**src/hdl/psc_pkg.sv**
```systemverilog
// Constants and types shared by the processor state and privilege control.
package psc_pkg;

    // ****************************************
    // Register map
    // ****************************************
    localparam logic [11:0] PSC_STATUS_OFS = 12'h000;
    localparam logic [11:0] PSC_SAVED_OFS = 12'h004;
    localparam logic [11:0] PSC_STATE_OFS = 12'h008;
    localparam logic [11:0] PSC_CTRL_OFS = 12'h00c;

    // ****************************************
    // Field layout and reset values
    // ****************************************
    localparam int PSC_PRIV_BIT = 13;
    localparam int PSC_TSS_BIT = 12;
    localparam logic [15:0] PSC_STATUS_RST = 16'h2000;
    localparam logic [15:0] PSC_PRIV_MASK = 16'h2000;
    localparam logic [15:0] PSC_TSS_MASK = 16'h1000;
    localparam int PSC_RUN_BIT = 0;
    localparam logic PSC_RUN_RST = 1'h1;

    // ****************************************
    // Address space codes
    // ****************************************
    localparam logic [2:0] PSC_SC_USER_DATA = 3'h1;
    localparam logic [2:0] PSC_SC_USER_PROG = 3'h2;
    localparam logic [2:0] PSC_SC_SUP_DATA = 3'h5;
    localparam logic [2:0] PSC_SC_SUP_PROG = 3'h6;
    localparam logic [2:0] PSC_SC_CPU = 3'h7;

    // ****************************************
    // Types
    // ****************************************
    typedef enum logic [2:0] {
        PSC_ST_NORMAL,
        PSC_ST_SYNC,
        PSC_ST_STOPPED,
        PSC_ST_EXC,
        PSC_ST_HALTED
    } psc_state_t;

    typedef enum logic [3:0] {
        PSC_OP_OTHER,
        PSC_OP_SYNC,
        PSC_OP_STOP,
        PSC_OP_RESET,
        PSC_OP_MOVE_SW,
        PSC_OP_ANDI_SW,
        PSC_OP_EORI_SW,
        PSC_OP_ORI_SW,
        PSC_OP_RTE
    } psc_op_t;

    typedef enum logic [1:0] {
        PSC_SP_USER,
        PSC_SP_INTERRUPT,
        PSC_SP_MASTER
    } psc_sp_t;

    typedef enum logic [1:0] {
        PSC_ACC_DATA,
        PSC_ACC_PROG,
        PSC_ACC_CPU
    } psc_acc_t;

    typedef struct packed {
        psc_op_t op;
        logic [15:0] imm;
    } psc_instr_t;

    typedef struct packed {
        logic irq_ack;
        logic trace;
        logic trap;
        logic bus_err;
        logic addr_err;
        logic cop_exc;
    } psc_exc_t;

endpackage

```
**src/hdl/psc_core.sv**
```systemverilog
// Processor state, privilege level, stack choice and space code control.
//
// How it works
// - Sync op waits for bus cycles and external FP operand accesses.
// - Sync op never waits for the floating-point register pipeline.
// - Outside halt the state is normal or exception processing.
// - Exception processing ends as the handler's first op starts.
// - Interrupts, traces, traps, bus and coprocessor errors: exception.
// - Bus or address error during exception processing halts.
// - Halt lasts until external reset is applied.
// - Stop op enters a stopped normal state issuing no bus cycles.
// - Privilege flag clear: user level with user space codes.
// - User level refuses stop, reset and status word writers.
// - Supervisor with task stack select set uses master stack pointer.
// - Supervisor with task stack select clear uses interrupt stack.
// - Reset leaves supervisor interrupt mode, task stack select clear.
// - Task stack select has no effect on privilege checks.
// - Task stack select changes only by status ops, return, interrupts.
// - Interrupt entry saves task stack select, then clears it.
// - Exception processing runs supervisor, supervisor cycles and stack.
// - User level stack references select the user stack pointer.
// - Every data and program access shows supervisor or user on space code lines.
// - Space codes: 1/2 user, 5/6 supervisor, 7 processor space.
// - Exception entry pushes the status word, then sets privilege.
//
// The APB slave port and the placing of the registers were left to the implementer.
module psc_core
    import psc_pkg::*;
(
    input wire logic ref_clk,
    input wire logic rst_n,
    input wire logic psel,
    input wire logic penable,
    input wire logic pwrite,
    input wire logic [11:0] paddr,
    input wire logic [31:0] pwdata,
    output logic [31:0] prdata,
    output logic pready,
    output logic pslverr,
    input wire logic instr_valid,
    input wire psc_instr_t instr_in,
    input wire psc_exc_t exc_in,
    input wire logic bus_pending,
    input wire logic fpu_ext_pending,
    input wire logic handler_start,
    input wire logic [15:0] rte_status,
    input wire logic bus_req,
    input wire psc_acc_t bus_kind,
    output logic instr_accept,
    output logic priv_viol,
    output logic push_valid,
    output logic [15:0] push_data,
    output logic bus_grant,
    output logic [2:0] space_code_lines,
    output psc_sp_t stack_sel,
    output psc_state_t proc_state,
    output logic [15:0] status_word
);

    // ****************************************
    // State registers
    // ****************************************
    psc_state_t state_reg, state_next;
    logic [15:0] status_reg, status_next;
    logic [15:0] saved_reg, saved_next;
    logic run_reg, run_next;
    logic accept_reg, viol_reg, push_reg;
    logic grant_reg;
    logic [2:0] space_reg;
    psc_sp_t sp_reg;
    logic [31:0] prdata_reg;
    logic pready_reg, pslverr_reg;

    // ****************************************
    // Decode
    // ****************************************
    wire logic sup = status_reg[PSC_PRIV_BIT];
    wire logic tss = status_reg[PSC_TSS_BIT];
    wire logic any_exc = exc_in.irq_ack | exc_in.trace | exc_in.trap |
        exc_in.bus_err | exc_in.addr_err | exc_in.cop_exc;
    wire logic fatal_err = exc_in.bus_err | exc_in.addr_err;
    // Only the privilege flag decides; the stack select bit is not looked at.
    wire logic op_priv = (instr_in.op == PSC_OP_STOP) |
        (instr_in.op == PSC_OP_RESET) | (instr_in.op == PSC_OP_MOVE_SW) |
        (instr_in.op == PSC_OP_ANDI_SW) | (instr_in.op == PSC_OP_EORI_SW) |
        (instr_in.op == PSC_OP_ORI_SW) | (instr_in.op == PSC_OP_RTE);
    wire logic in_normal = state_reg == PSC_ST_NORMAL;
    wire logic take_instr = in_normal & instr_valid & run_reg & ~any_exc;
    wire logic viol = take_instr & op_priv & ~sup;
    wire logic exec = take_instr & ~viol;
    wire logic sync_clear = ~bus_pending & ~fpu_ext_pending;
    wire logic exc_entry = (in_normal | state_reg == PSC_ST_STOPPED) &
        any_exc;
    wire logic enter_exc = exc_entry | viol;
    wire logic irq_entry = exc_entry & exc_in.irq_ack;

    // ****************************************
    // Status word update
    // ****************************************
    logic [15:0] op_status;
    always_comb begin
        case (instr_in.op)
            PSC_OP_MOVE_SW: op_status = instr_in.imm;
            PSC_OP_ANDI_SW: op_status = status_reg & instr_in.imm;
            PSC_OP_EORI_SW: op_status = status_reg ^ instr_in.imm;
            PSC_OP_ORI_SW: op_status = status_reg | instr_in.imm;
            PSC_OP_RTE: op_status = rte_status;
            default: op_status = status_reg;
        endcase
    end

    // Entry forces supervisor after the old word has gone to the stack.
    wire logic [15:0] exc_status = irq_entry ?
        ((status_reg | PSC_PRIV_MASK) & ~PSC_TSS_MASK) :
        (status_reg | PSC_PRIV_MASK);
    assign status_next = enter_exc ? exc_status :
        (exec ? op_status : status_reg);
    assign saved_next = enter_exc ? status_reg : saved_reg;

    // ****************************************
    // Processing state machine
    // ****************************************
    always_comb begin
        state_next = state_reg;
        case (state_reg)
            PSC_ST_NORMAL: begin
                if (enter_exc) begin
                    state_next = PSC_ST_EXC;
                end else if (exec && instr_in.op == PSC_OP_SYNC) begin
                    state_next = sync_clear ? PSC_ST_NORMAL : PSC_ST_SYNC;
                end else if (exec && instr_in.op == PSC_OP_STOP) begin
                    state_next = PSC_ST_STOPPED;
                end
            end
            PSC_ST_SYNC: begin
                if (sync_clear) begin
                    state_next = PSC_ST_NORMAL;
                end
            end
            PSC_ST_STOPPED: begin
                if (any_exc) begin
                    state_next = PSC_ST_EXC;
                end
            end
            PSC_ST_EXC: begin
                if (fatal_err) begin
                    state_next = PSC_ST_HALTED;
                end else if (handler_start) begin
                    state_next = PSC_ST_NORMAL;
                end
            end
            PSC_ST_HALTED: state_next = PSC_ST_HALTED;
            default: state_next = PSC_ST_HALTED;
        endcase
    end

    // A sync op is accepted only once the earlier traffic has drained.
    wire logic sync_hold = exec & (instr_in.op == PSC_OP_SYNC) & ~sync_clear;
    wire logic accept_next = (exec & ~sync_hold) |
        (state_reg == PSC_ST_SYNC & sync_clear);

    // ****************************************
    // Bus space code and stack choice
    // ****************************************
    wire logic sup_eff = status_next[PSC_PRIV_BIT] |
        (state_next == PSC_ST_EXC);
    wire logic tss_eff = status_next[PSC_TSS_BIT];
    wire logic bus_ok = state_next != PSC_ST_STOPPED &&
        state_next != PSC_ST_HALTED;
    wire logic [2:0] space_next = (bus_kind == PSC_ACC_CPU) ? PSC_SC_CPU :
        (bus_kind == PSC_ACC_PROG) ?
        (sup_eff ? PSC_SC_SUP_PROG : PSC_SC_USER_PROG) :
        (sup_eff ? PSC_SC_SUP_DATA : PSC_SC_USER_DATA);
    wire psc_sp_t sp_next = ~sup_eff ? PSC_SP_USER :
        (tss_eff ? PSC_SP_MASTER : PSC_SP_INTERRUPT);

    // ****************************************
    // APB slave
    // ****************************************
    // Zero wait: data is prepared in setup so every output stays a flop.
    wire logic apb_setup = psel & ~penable;
    wire logic apb_wr = psel & penable & pwrite & pready_reg;
    wire logic hit_status = paddr == PSC_STATUS_OFS;
    wire logic hit_saved = paddr == PSC_SAVED_OFS;
    wire logic hit_state = paddr == PSC_STATE_OFS;
    wire logic hit_ctrl = paddr == PSC_CTRL_OFS;
    wire logic hit_any = hit_status | hit_saved | hit_state | hit_ctrl;
    // Status word is read only here, so software cannot bypass its ops.
    wire logic bad_acc = ~hit_any | (pwrite & ~hit_ctrl);
    wire logic [31:0] rd_mux = hit_status ? {16'h0000, status_reg} :
        hit_saved ? {16'h0000, saved_reg} :
        hit_state ? {24'h000000, sp_reg, tss, sup, 1'h0, state_reg} :
        hit_ctrl ? {31'h00000000, run_reg} : 32'h00000000;
    assign run_next = (apb_wr & hit_ctrl & ~pslverr_reg) ?
        pwdata[PSC_RUN_BIT] : run_reg;

    // ****************************************
    // Registers
    // ****************************************
    always_ff @(posedge ref_clk) begin
        if (!rst_n) begin
            state_reg <= PSC_ST_EXC;
            status_reg <= PSC_STATUS_RST;
            saved_reg <= 16'h0000;
            run_reg <= PSC_RUN_RST;
            accept_reg <= 1'h0;
            viol_reg <= 1'h0;
            push_reg <= 1'h0;
            grant_reg <= 1'h0;
            space_reg <= PSC_SC_SUP_PROG;
            sp_reg <= PSC_SP_INTERRUPT;
            prdata_reg <= 32'h00000000;
            pready_reg <= 1'h0;
            pslverr_reg <= 1'h0;
        end else begin
            state_reg <= state_next;
            status_reg <= status_next;
            saved_reg <= saved_next;
            run_reg <= run_next;
            accept_reg <= accept_next;
            viol_reg <= viol;
            push_reg <= enter_exc;
            grant_reg <= bus_req & bus_ok;
            space_reg <= space_next;
            sp_reg <= sp_next;
            prdata_reg <= apb_setup ? rd_mux : prdata_reg;
            pready_reg <= apb_setup;
            pslverr_reg <= apb_setup & bad_acc;
        end
    end

    assign prdata = prdata_reg;
    assign pready = pready_reg;
    assign pslverr = pslverr_reg;
    assign instr_accept = accept_reg;
    assign priv_viol = viol_reg;
    assign push_valid = push_reg;
    assign push_data = saved_reg;
    assign bus_grant = grant_reg;
    assign space_code_lines = space_reg;
    assign stack_sel = sp_reg;
    assign proc_state = state_reg;
    assign status_word = status_reg;
endmodule

```
**config.mk**
```make
export PLATFORM = sky130hd
export DESIGN_NAME = psc_core
export DESIGN_NICKNAME = d
export VERILOG_FILES = /design/src/hdl/psc_pkg.sv /design/src/hdl/psc_core.sv
export SDC_FILE = /design/constraint.sdc
export NUM_CORES = 1
export LEC_CHECK = 0
export ABC_CLOCK_PERIOD_IN_PS = 6150
export CELL_PAD_IN_SITES_DETAIL_PLACEMENT = 0
export CELL_PAD_IN_SITES_GLOBAL_PLACEMENT = 1
export CORE_MARGIN = 1.5
export CORE_UTILIZATION = 49
export DETAILED_ROUTE_END_ITERATION = 10
export DONT_BUFFER_PORTS = 1
export HOLD_SLACK_MARGIN = 0.12
export PLACE_DENSITY = 0.94
export SLEW_MARGIN = 20
export SYNTH_ARGS = -nofsm -noshare
export SYNTH_HDL_FRONTEND = slang
export SYNTH_SLANG_ARGS = --single-unit
```
**constraint.sdc**
```tcl
create_clock -name ref_clk -period 6.15 [get_ports ref_clk]
set_input_delay 1.845 -clock ref_clk [delete_from_list [all_inputs] [get_ports ref_clk]]
set_output_delay 1.845 -clock ref_clk [all_outputs]
set_load 0.05 [all_outputs]
```
### Word level (Yosys, flattened, before mapping)

Index checks and enable logic that the tools add are counted.

* flip-flop bits (word level): 79
* output and inout port bits: 78
* word-level logic and storage cells: 125

* equal/unequal tests: 19
* muxes and demuxes: 23
* bitwise operators: 58
* reductions and logical operators: 9

Operators by type and width (number)
* 16-bit case mux with 5 select lines: 1
* 16-bit two-way mux: 4
* 3-bit two-way mux: 10
* 12-bit by 4-bit == test with 1-bit output (second input constant): 2
* 1-bit AND: 22
* 1-bit OR: 20
* 16-bit AND: 1
* 4-bit by 3-bit == test with 1-bit output (second input constant): 4
* 16-bit OR: 1
* 16-bit bitwise XOR: 1
* 13-bit two-way mux: 1
* 1-bit inverter: 13
* 12-bit by 3-bit == test with 1-bit output (second input constant): 1
* 12-bit zero test: 1
* 3-bit case mux with 4 select lines: 1
* 3-bit by 2-bit == test with 1-bit output (second input constant): 3
* 4-bit by 2-bit == test with 1-bit output (second input constant): 2
* 8-bit two-way mux: 1
* 5-bit nonzero test: 1
* 4-bit by 1-bit == test with 1-bit output (second input constant): 1
* 4-bit == test (second input constant): 1
* 1-bit two-way mux: 4
* 3-bit by 1-bit == test with 1-bit output (second input constant): 1
* 1-bit logical AND: 3
* other kinds (9): 9

### Longest topological paths before layout

Gate-level depths: netlist (run 1).

* word-level depth: 21
* gate-level depth with buffers: 8

### Worst setup path after synthesis (run 1)

OpenSTA, ideal clock, no wires.

* path kind: input to register
* start point: input port exc_in[4] (netlist name)
* end point: register grant_reg, in the netlist bus_grant
* library setup time: 0.121 ns
* arrival: 3.115 ns
* required time: 6.029 ns
* path slack: 2.914 ns
* cell stages on the path: 6
* path buffers: 0
* path through: nor4_4 > nand4_1 > or3_1 > a32oi_2 > nand2b_1 > a21oi_1

* longest elaborated chain between the ends: 19
* elaborated cells on any way between the ends: 24

RTL lines
* start, declared: line psc_core.sv:42 `input wire psc_exc_t exc_in,`
* 1-bit OR * (3 in a row): line psc_core.sv:79 `wire logic any_exc = exc_in.irq_ack | exc_in.trace | exc_in.trap |`
* 1-bit OR * (2 in a row): line psc_core.sv:80 `exc_in.bus_err | exc_in.addr_err | exc_in.cop_exc;`
* 1-bit inverter: line psc_core.sv:88 `wire logic take_instr = in_normal & instr_valid & run_reg & ~any_exc;`
* 1-bit AND: line psc_core.sv:88
* 1-bit AND (2 in a row): line psc_core.sv:89 `wire logic viol = take_instr & op_priv & ~sup;`
* 1-bit inverter: line psc_core.sv:90 `wire logic exec = take_instr & ~viol;`
* 1-bit AND: line psc_core.sv:90
* 1-bit logical AND: line psc_core.sv:131 `end else if (exec && instr_in.op == PSC_OP_STOP) begin`
* 3-bit two-way mux: line psc_core.sv:131
* 3-bit two-way mux: line psc_core.sv:129 `end else if (exec && instr_in.op == PSC_OP_SYNC) begin`
* 3-bit two-way mux: line psc_core.sv:127 `if (enter_exc) begin`
* 3-bit case mux with 4 select lines *: line psc_core.sv:125 `case (state_reg)`
* 3-bit by 2-bit != test with 1-bit output or 3-bit != test (tied branches): line psc_core.sv:168, psc_core.sv:169
* 1-bit logical AND *: line psc_core.sv:168 `wire logic bus_ok = state_next != PSC_ST_STOPPED &&`
* 1-bit AND *: line psc_core.sv:223 `grant_reg <= bus_req & bus_ok;`
* end signal, assigned: line psc_core.sv:223
* end, declared: line psc_core.sv:68 `logic grant_reg;`

Mark *: on every way between the ends. The rest lies on a longest branch, timed or not.
A chain may end at the register's enable or synchronous reset.

### Worst setup path in the final report (run 1)

* start point: input port instr_in[17] (netlist name)
* end point: register sp_reg[1], in the netlist stack_sel[1]

* longest elaborated chain between the ends: 19
* elaborated cells on any way between the ends: 32

RTL lines
* start, declared: line psc_core.sv:41 `input wire psc_instr_t instr_in,`
* 4-bit by 2-bit == test with 1-bit output, on equally long branches: line psc_core.sv:83, psc_core.sv:131, psc_core.sv:84
* 1-bit OR: line psc_core.sv:83 `wire logic op_priv = (instr_in.op == PSC_OP_STOP) |`
* 1-bit OR (2 in a row): line psc_core.sv:84 `(instr_in.op == PSC_OP_RESET) | (instr_in.op == PSC_OP_MOVE_SW) |`
* 1-bit OR (2 in a row): line psc_core.sv:85 `(instr_in.op == PSC_OP_ANDI_SW) | (instr_in.op == PSC_OP_EORI_SW) |`
* 1-bit OR: line psc_core.sv:86 `(instr_in.op == PSC_OP_ORI_SW) | (instr_in.op == PSC_OP_RTE);`
* 1-bit AND (2 in a row): line psc_core.sv:89
* 1-bit inverter: line psc_core.sv:90
* 1-bit AND: line psc_core.sv:90
* 1-bit logical AND: line psc_core.sv:131
* 3-bit two-way mux: line psc_core.sv:131
* 3-bit two-way mux: line psc_core.sv:129
* 3-bit two-way mux: line psc_core.sv:127
* 3-bit case mux with 4 select lines: line psc_core.sv:125
* 3-bit by 2-bit == test with 1-bit output: line psc_core.sv:166 `(state_next == PSC_ST_EXC);`
* 1-bit OR: line psc_core.sv:165 `wire logic sup_eff = status_next[PSC_PRIV_BIT] |`
* 2-bit AND reduction (no source line)
* end signal, assigned: line psc_core.sv:225 `sp_reg <= sp_next;`
* end, declared: line psc_core.sv:70 `psc_sp_t sp_reg;`

Several ways; a longest one is shown, not always the timed one. The select of a mux whose other input is x is not followed.

==> results of run 1 <==
## logic make-up (layout without fill, tap and decap cells)
kind of cell | Yosys count | after routing | synth area share
compound gates | 97 | 97 | 0.188
fa+ha+maj | 32 | 32 | 0.102
buf+inv | 84 | 58 | 0.0992
flops | 63 | 63 | 0.321
mux | 33 | 33 | 0.0969
other cells | 1 | 16 | 0.000956
simple gates | 145 | 145 | 0.192
## final timing paths
kind                               from  slack (ns)  cells after the start                 endpoint
min                run_reg$_SDFFE_PN1P_        0.52                      2     run_reg$_SDFFE_PN1P_
max                        instr_in[17]        2.36                      6  stack_sel[1]$_SDFF_PN0_
max reg2reg  status_word[13]$_SDFF_PN1_        3.53                      6     bus_grant$_SDFF_PN0_
min reg2reg        run_reg$_SDFFE_PN1P_        0.52                      2     run_reg$_SDFFE_PN1P_
## layout make-up
| class | count | area (um^2) | share of cell area |
|---|---|---|---|
| well taps | 102 | 128 | 0.0311 |
| repair buffers | 2 | 15.0 | 0.00366 |
| multi-input cells | 323 | 2340 | 0.569 |
| inverters | 40 | 150 | 0.0366 |
| clock buffers | 10 | 128 | 0.0311 |
| clock inverters | 6 | 85.1 | 0.0207 |
| flip-flops and latches | 63 | 1260 | 0.307 |
## cells in the mapped netlist (all sizes together), types with 2 or more instances
cell type   n  area [um^2]
mux2i      29          290
buf        25          168
nor2       24         90.1
clkbuf     19         71.3
or2         2         12.5
a21boi     10         75.1
or4         2         15.0
inv        40          150
nand2      50          188
a21oi      19         95.1
nand2b      6         37.5
nor3        3         20.0
nor4        3         33.8
dfxtp      63         1260
nand3      12         60.1
nand4       3         18.8
nor2b      21          131
and2       13         81.3
ha         32          400
a22oi       3         22.5
o21ai      17         88.8
o22ai      13         81.3
o211a      14          140
a222oi     13          130
and3b       2         17.5
a31oi       2         27.5
mux4        4         90.1
## critical path, cell delays in order
cell	delay, ns
nor4b_4	0.88
o21a_4	0.29
a31oi_4	0.35
o32ai_2	0.40
o21ai_2	0.11
a21boi_1	0.17
## stage by stage
stage	worst slack, ns	instance area (um^2)	power [mW]
6_report	2.36	4100	0.950
5_1_grt	2.18	4100	0.986
4_1_cts	2.37	4100	0.958
3_5_place_dp	2.02	3890	0.563
3_3_place_gp	2.06	3890	0.560
2_1_floorplan	2.91	3980	0.568
## where the power goes
group / total [mW] / internal, mW / switching [mW]
combinational: 0.108 / 0.0393 / 0.0688
clock: 0.395 / 0.227 / 0.169
sequential: 0.447 / 0.415 / 0.0321
## metal layers
| metal | vias up | share of wire | wire, um |
|---|---|---|---|
| met1 | 1506 | 0.37 | 3690 |
| met4 | 0 | 0.018 | 184 |
| met2 | 124 | 0.51 | 5070 |
| met3 | 17 | 0.10 | 1030 |
| li1 | 1516 | - | - |
| met5 | - | 0 | 0 |
==> results.py, run 1 <==
metrics = {
    "min_path": {
        "min-delay-path-class": "reg -> reg",
    },
    "drt": {
        "routed_wl_um": 9970,
        "drc_errors": 0,
        "vias": 3163,
        "routed_via_density": 5.79,
        "wire_per_inst_um": 18.3,
        "ant_nets": 0,
        "drtIter0Drc": 184,
        "dr.pass1.iters": 7,
    },
    "global_routing": {
        "track_usage": 0.240,
        "overflow": 0,
        "antenna_found_initial": 0,
        "groute.layer.met1.usage": 0.257,
        "grt_pass1_wl_um": 15900,
        "grt_util_met3": 0.108,
        "grt_pass1_vias": 3148,
        "use_met2": 0.420,
        "grt_max_degree": 60,
        "grt.busiest_layer": "met2",
    },
    "sta": {
        "rsz0062_at_grt": "false",
        "finalCritPeriodShare": 0.617,
        "setup_viol": 0,
        "fmax_mhz": 264,
        "slew_headroom": 0.313,
        "fin_hold_ws_ns": 0.517,
        "fin_crit_ns": 3.79,
        "fin_skew_ns": 0.00588,
        "worst_pin_slew_ns": 1.03,
        "tns_ns": 0,
        "final-hold-violation-count": 0,
        "slew_violations": 0,
    },
    "place": {
        "place_inst": 530,
        "gp_congestion": 0.875,
        "dp_hpwl_um": 7280,
        "portBuffers": 0,
    },
    "yosys": {
        "yosys_warnings": 0,
        "syn-cell-area_um2": 3920,
        "synth.distinct_cells": 44,
        "synth_seq_area_share": 0.321,
        "synth-edff-count": 0,
        "avgSynthCellArea_um2": 8.62,
        "async_reset_ff_frac": 0,
        "ys_ff_latch": 63,
        "synth_flop_cell": "dfxtp_1",
        "netlist_instances": 455,
    },
    "cts": {
        "cts.htree.levels": 3,
        "post_cts_resized": 0,
        "cts_tree": "built",
        "path_clk_slew_ns": 0.07,
        "holdBufCountCts": 0,
        "clockRootBuffer": "clkbuf_8",
        "insertion_delay_ns": 0.34,
        "cts_setup_buffers": 0,
        "cts_buffers": 9,
        "cts.sinks": 63,
        "cts_max_path_buffers": 2,
    },
    "finish": {
        "fin_nets": 569,
        "syn2layout_area_growth_pct": 4.56,
        "drive_above_1_share": 0.0743,
        "layout_commonest_cell": "dfxtp_1",
        "post-route-util": 0.531,
        "layout_common_cells": "dfxtp_1, nand2_1, inv_1, ha_1, mux2i_1",
        "n_antenna_cell": 0,
        "fillerInstances": 769,
        "finalNonFillerCells": 546,
    },
    "worst_setup_path": {
        "required_ns": 6.42,
        "crit_type": "in -> reg",
        "crit_fanout": 36,
        "cp-start-kind": "input port",
        "worstPathArrival_ns": 4.06,
        "critPathCaptureType": "flip-flop",
    },
    "run_status": {
        "status": "finished, final reports clean",
    },
    "power_and_ir_drop": {
        "leakagePower_nw": 1.80,
        "max-vdd-ir-drop_mv": 0.117,
        "p_per_area_nw_per_um2": 232,
    },
    "die": {
        "die_h_um": 92.5,
        "rows": 32,
        "ios": 176,
        "start_util": 0.508,
        "die-width_um": 92.5,
        "die_area_um2": 8550,
        "core-area_um2": 7730,
    },
    "run": {
        "maxCapViolCount": 0,
    },
}
Note: power is estimated with default switching activity, not from simulation.
==> run 2, diff against run 1 <==
--- a/config.mk
+++ b/config.mk
@@ -5,15 +5,15 @@
 export SDC_FILE = /design/constraint.sdc
 export NUM_CORES = 1
 export LEC_CHECK = 0
-export ABC_CLOCK_PERIOD_IN_PS = 6150
+export ABC_CLOCK_PERIOD_IN_PS = 3900
 export CELL_PAD_IN_SITES_DETAIL_PLACEMENT = 0
 export CELL_PAD_IN_SITES_GLOBAL_PLACEMENT = 1
 export CORE_MARGIN = 1.5
-export CORE_UTILIZATION = 49
+export CORE_UTILIZATION = 45
 export DETAILED_ROUTE_END_ITERATION = 10
 export DONT_BUFFER_PORTS = 1
 export HOLD_SLACK_MARGIN = 0.12
-export PLACE_DENSITY = 0.94
+export PLACE_DENSITY = 0.88
 export SLEW_MARGIN = 20
 export SYNTH_ARGS = -nofsm -noshare
 export SYNTH_HDL_FRONTEND = slang
==> constraint.sdc (replaced) <==
create_clock -name ref_clk -period 3.9 [get_ports ref_clk]
set_input_delay 1.17 -clock ref_clk [delete_from_list [all_inputs] [get_ports ref_clk]]
set_output_delay 1.17 -clock ref_clk [all_outputs]
set_load 0.05 [all_outputs]
==> run 2 against run 1 <==
Global-route usage decreased by 1.9 points. Flip-flop and latch count unchanged. Wire length increased by 0.71%. Critical path type unchanged. Highest routed layer unchanged.
==> results.py, run 2 (same netlist as run 1, synthesis figures left out) <==
metrics = {
    "worst_setup_path": {
        "r2r_end": "space_code_lines[2]$_SDFF_PP1_",
        "crit_fanout": 29,
        "r2r-start": "status_word[13]$_SDFF_PN1_",
        "critPathCaptureType": "flip-flop",
        "required_ns": 4.12,
        "cp-start-kind": "input port",
        "worstPathArrival_ns": 2.75,
        "r2r_cells": 7,
        "reg2reg_setup_slack_ns": 1.39,
        "crit_type": "in -> reg",
    },
    "cts": {
        "cts_setup_buffers": 0,
        "cts_max_path_buffers": 2,
        "post_cts_resized": 0,
        "insertion_delay_ns": 0.34,
        "cts_tree": "built",
        "cts.sinks": 63,
        "clockRootBuffer": "clkbuf_8",
        "cts.htree.levels": 3,
        "holdBufCountCts": 0,
        "cts_buffers": 9,
        "path_clk_slew_ns": 0.07,
    },
    "sta": {
        "fin_crit_ns": 2.53,
        "final-hold-violation-count": 0,
        "fin_skew_ns": 0.00684,
        "setup_viol": 0,
        "fmax_mhz": 395,
        "rsz0062_at_grt": "false",
        "slew_violations": 0,
        "tns_ns": 0,
        "slew_headroom": 0.504,
        "worst_pin_slew_ns": 0.744,
        "finalCritPeriodShare": 0.649,
    },
    "global_routing": {
        "grt_max_degree": 60,
        "use_met2": 0.399,
        "grt_pass1_vias": 3136,
        "track_usage": 0.221,
        "groute.layer.met1.usage": 0.240,
        "grt_pass1_wl_um": 15500,
        "grt_util_met3": 0.0947,
        "grt.busiest_layer": "met2",
        "overflow": 0,
        "antenna_found_initial": 0,
    },
    "power_and_ir_drop": {
        "p_switching_mw": 0.439,
        "seq_power_share": 0.444,
        "p_per_area_nw_per_um2": 381,
        "power.internal_mw": 1.14,
        "p_clk_frac": 0.446,
        "swShare": 0.277,
        "power_frac_comb": 0.110,
        "max-vdd-ir-drop_mv": 0.212,
        "leakagePower_nw": 1.83,
    },
    "run_status": {
        "status": "finished, final reports clean",
    },
    "die": {
        "core-area_um2": 8340,
        "die_h_um": 96.4,
        "start_util": 0.470,
        "rows": 33,
        "die_area_um2": 9290,
        "die-width_um": 96.4,
        "ios": 176,
    },
    "drt": {
        "routed_via_density": 5.75,
        "drc_errors": 0,
        "drtIter0Drc": 144,
        "ant_nets": 0,
        "dr.pass1.iters": 7,
        "wire_per_inst_um": 18.2,
        "routed_wl_um": 10000,
        "vias": 3173,
    },
    "finish": {
        "syn2layout_area_growth_pct": 6.03,
        "n_antenna_cell": 0,
        "layout_commonest_cell": "dfxtp_1",
        "fillerInstances": 821,
        "fin_nets": 572,
        "stdcell_area_um2": 4160,
        "drive_above_1_share": 0.0828,
        "layout_common_cells": "dfxtp_1, nand2_1, inv_1, ha_1, mux2i_1",
    },
    "place": {
        "dpl_cell_area_um2": 3920,
        "portBuffers": 0,
        "dp_hpwl_um": 7430,
        "gp_congestion": 0.829,
    },
    "run": {
        "maxCapViolCount": 0,
    },
    "min_path": {
        "min-delay-path-class": "reg -> reg",
        "holdPathEnd": "run_reg$_SDFFE_PN1P_",
        "whs_path_depth": 2,
        "worstHoldStart": "run_reg$_SDFFE_PN1P_",
    },
}
## run 2: cell count changes in the layout (fill, tap and decap cells not counted), sizes merged
cell / change
bufinv: +1
clkinvlp: -1
inv: +1
clkbuf: -1
buf: +3
## run 2: final cells by class
| cell class | instances | area [um^2] | share of cell area |
|---|---|---|---|
| multi-input combinational | 323 | 2340 | 0.562 |
| sequential | 63 | 1260 | 0.303 |
| inverter | 40 | 150 | 0.0361 |
| tap | 105 | 131 | 0.0316 |
| clock buffer | 9 | 124 | 0.0298 |
| clock inverter | 7 | 120 | 0.0289 |
| timing repair buffer | 5 | 37.5 | 0.00902 |
## run 2: power groups by stage
stage / combinational (mW) / clock [mW] / sequential (mW)
finish: 0.174 / 0.706 / 0.704
global route: 0.191 / 0.750 / 0.706
CTS: 0.174 / 0.723 / 0.704
detailed placement: 0.174 / 0 / 0.719
global placement: 0.167 / 0 / 0.719
floorplan: 0.181 / 0 / 0.715
## run 2: worst max path at each step
stage          slack (ns)                             end  cells after the start                  startpoint
6_report             1.37  space_code_lines[2]$_SDFF_PP1_                      8                instr_in[19]
5_1_grt              1.20         stack_sel[0]$_SDFF_PN1_                      7  status_word[13]$_SDFF_PN1_
4_1_cts              1.37         stack_sel[0]$_SDFF_PN1_                      8                instr_in[19]
3_5_place_dp         1.02  space_code_lines[2]$_SDFF_PP1_                      8                instr_in[19]
3_3_place_gp         1.04  space_code_lines[2]$_SDFF_PP1_                      8                instr_in[19]
2_1_floorplan        1.34            bus_grant$_SDFF_PN0_                      6                   exc_in[4]
## run 2: through the flow
stage / worst slack (ns) / hold WS [ns] / power [mW] / utilization / std cells
2_1_floorplan: 1.34 / 0.448 / 0.895 / - / 470
3_3_place_gp: 1.04 / 0.490 / 0.886 / 0.470 / 536
3_5_place_dp: 1.02 / 0.511 / 0.892 / 0.470 / 536
4_1_cts: 1.37 / 0.521 / 1.60 / 0.499 / 552
5_1_grt: 1.20 / 0.556 / 1.65 / 0.499 / 552
6_report: 1.37 / 0.513 / 1.58 / 0.499 / 552
## run 2: routing by layer
metal	routed length, um	up-vias
met5	0	-
met4	99	0
met1	3770	1514
met3	1030	8
li1	-	1527
met2	5150	124
## run 2: critical path, cell delays in order
cell     delay (ns)
nor4b_4        0.11
buf_4          0.20
o21a_4         0.26
nor3_2         0.22
buf_4          0.33
a21oi_1        0.17
nor2_1         0.21
nand3_1        0.09
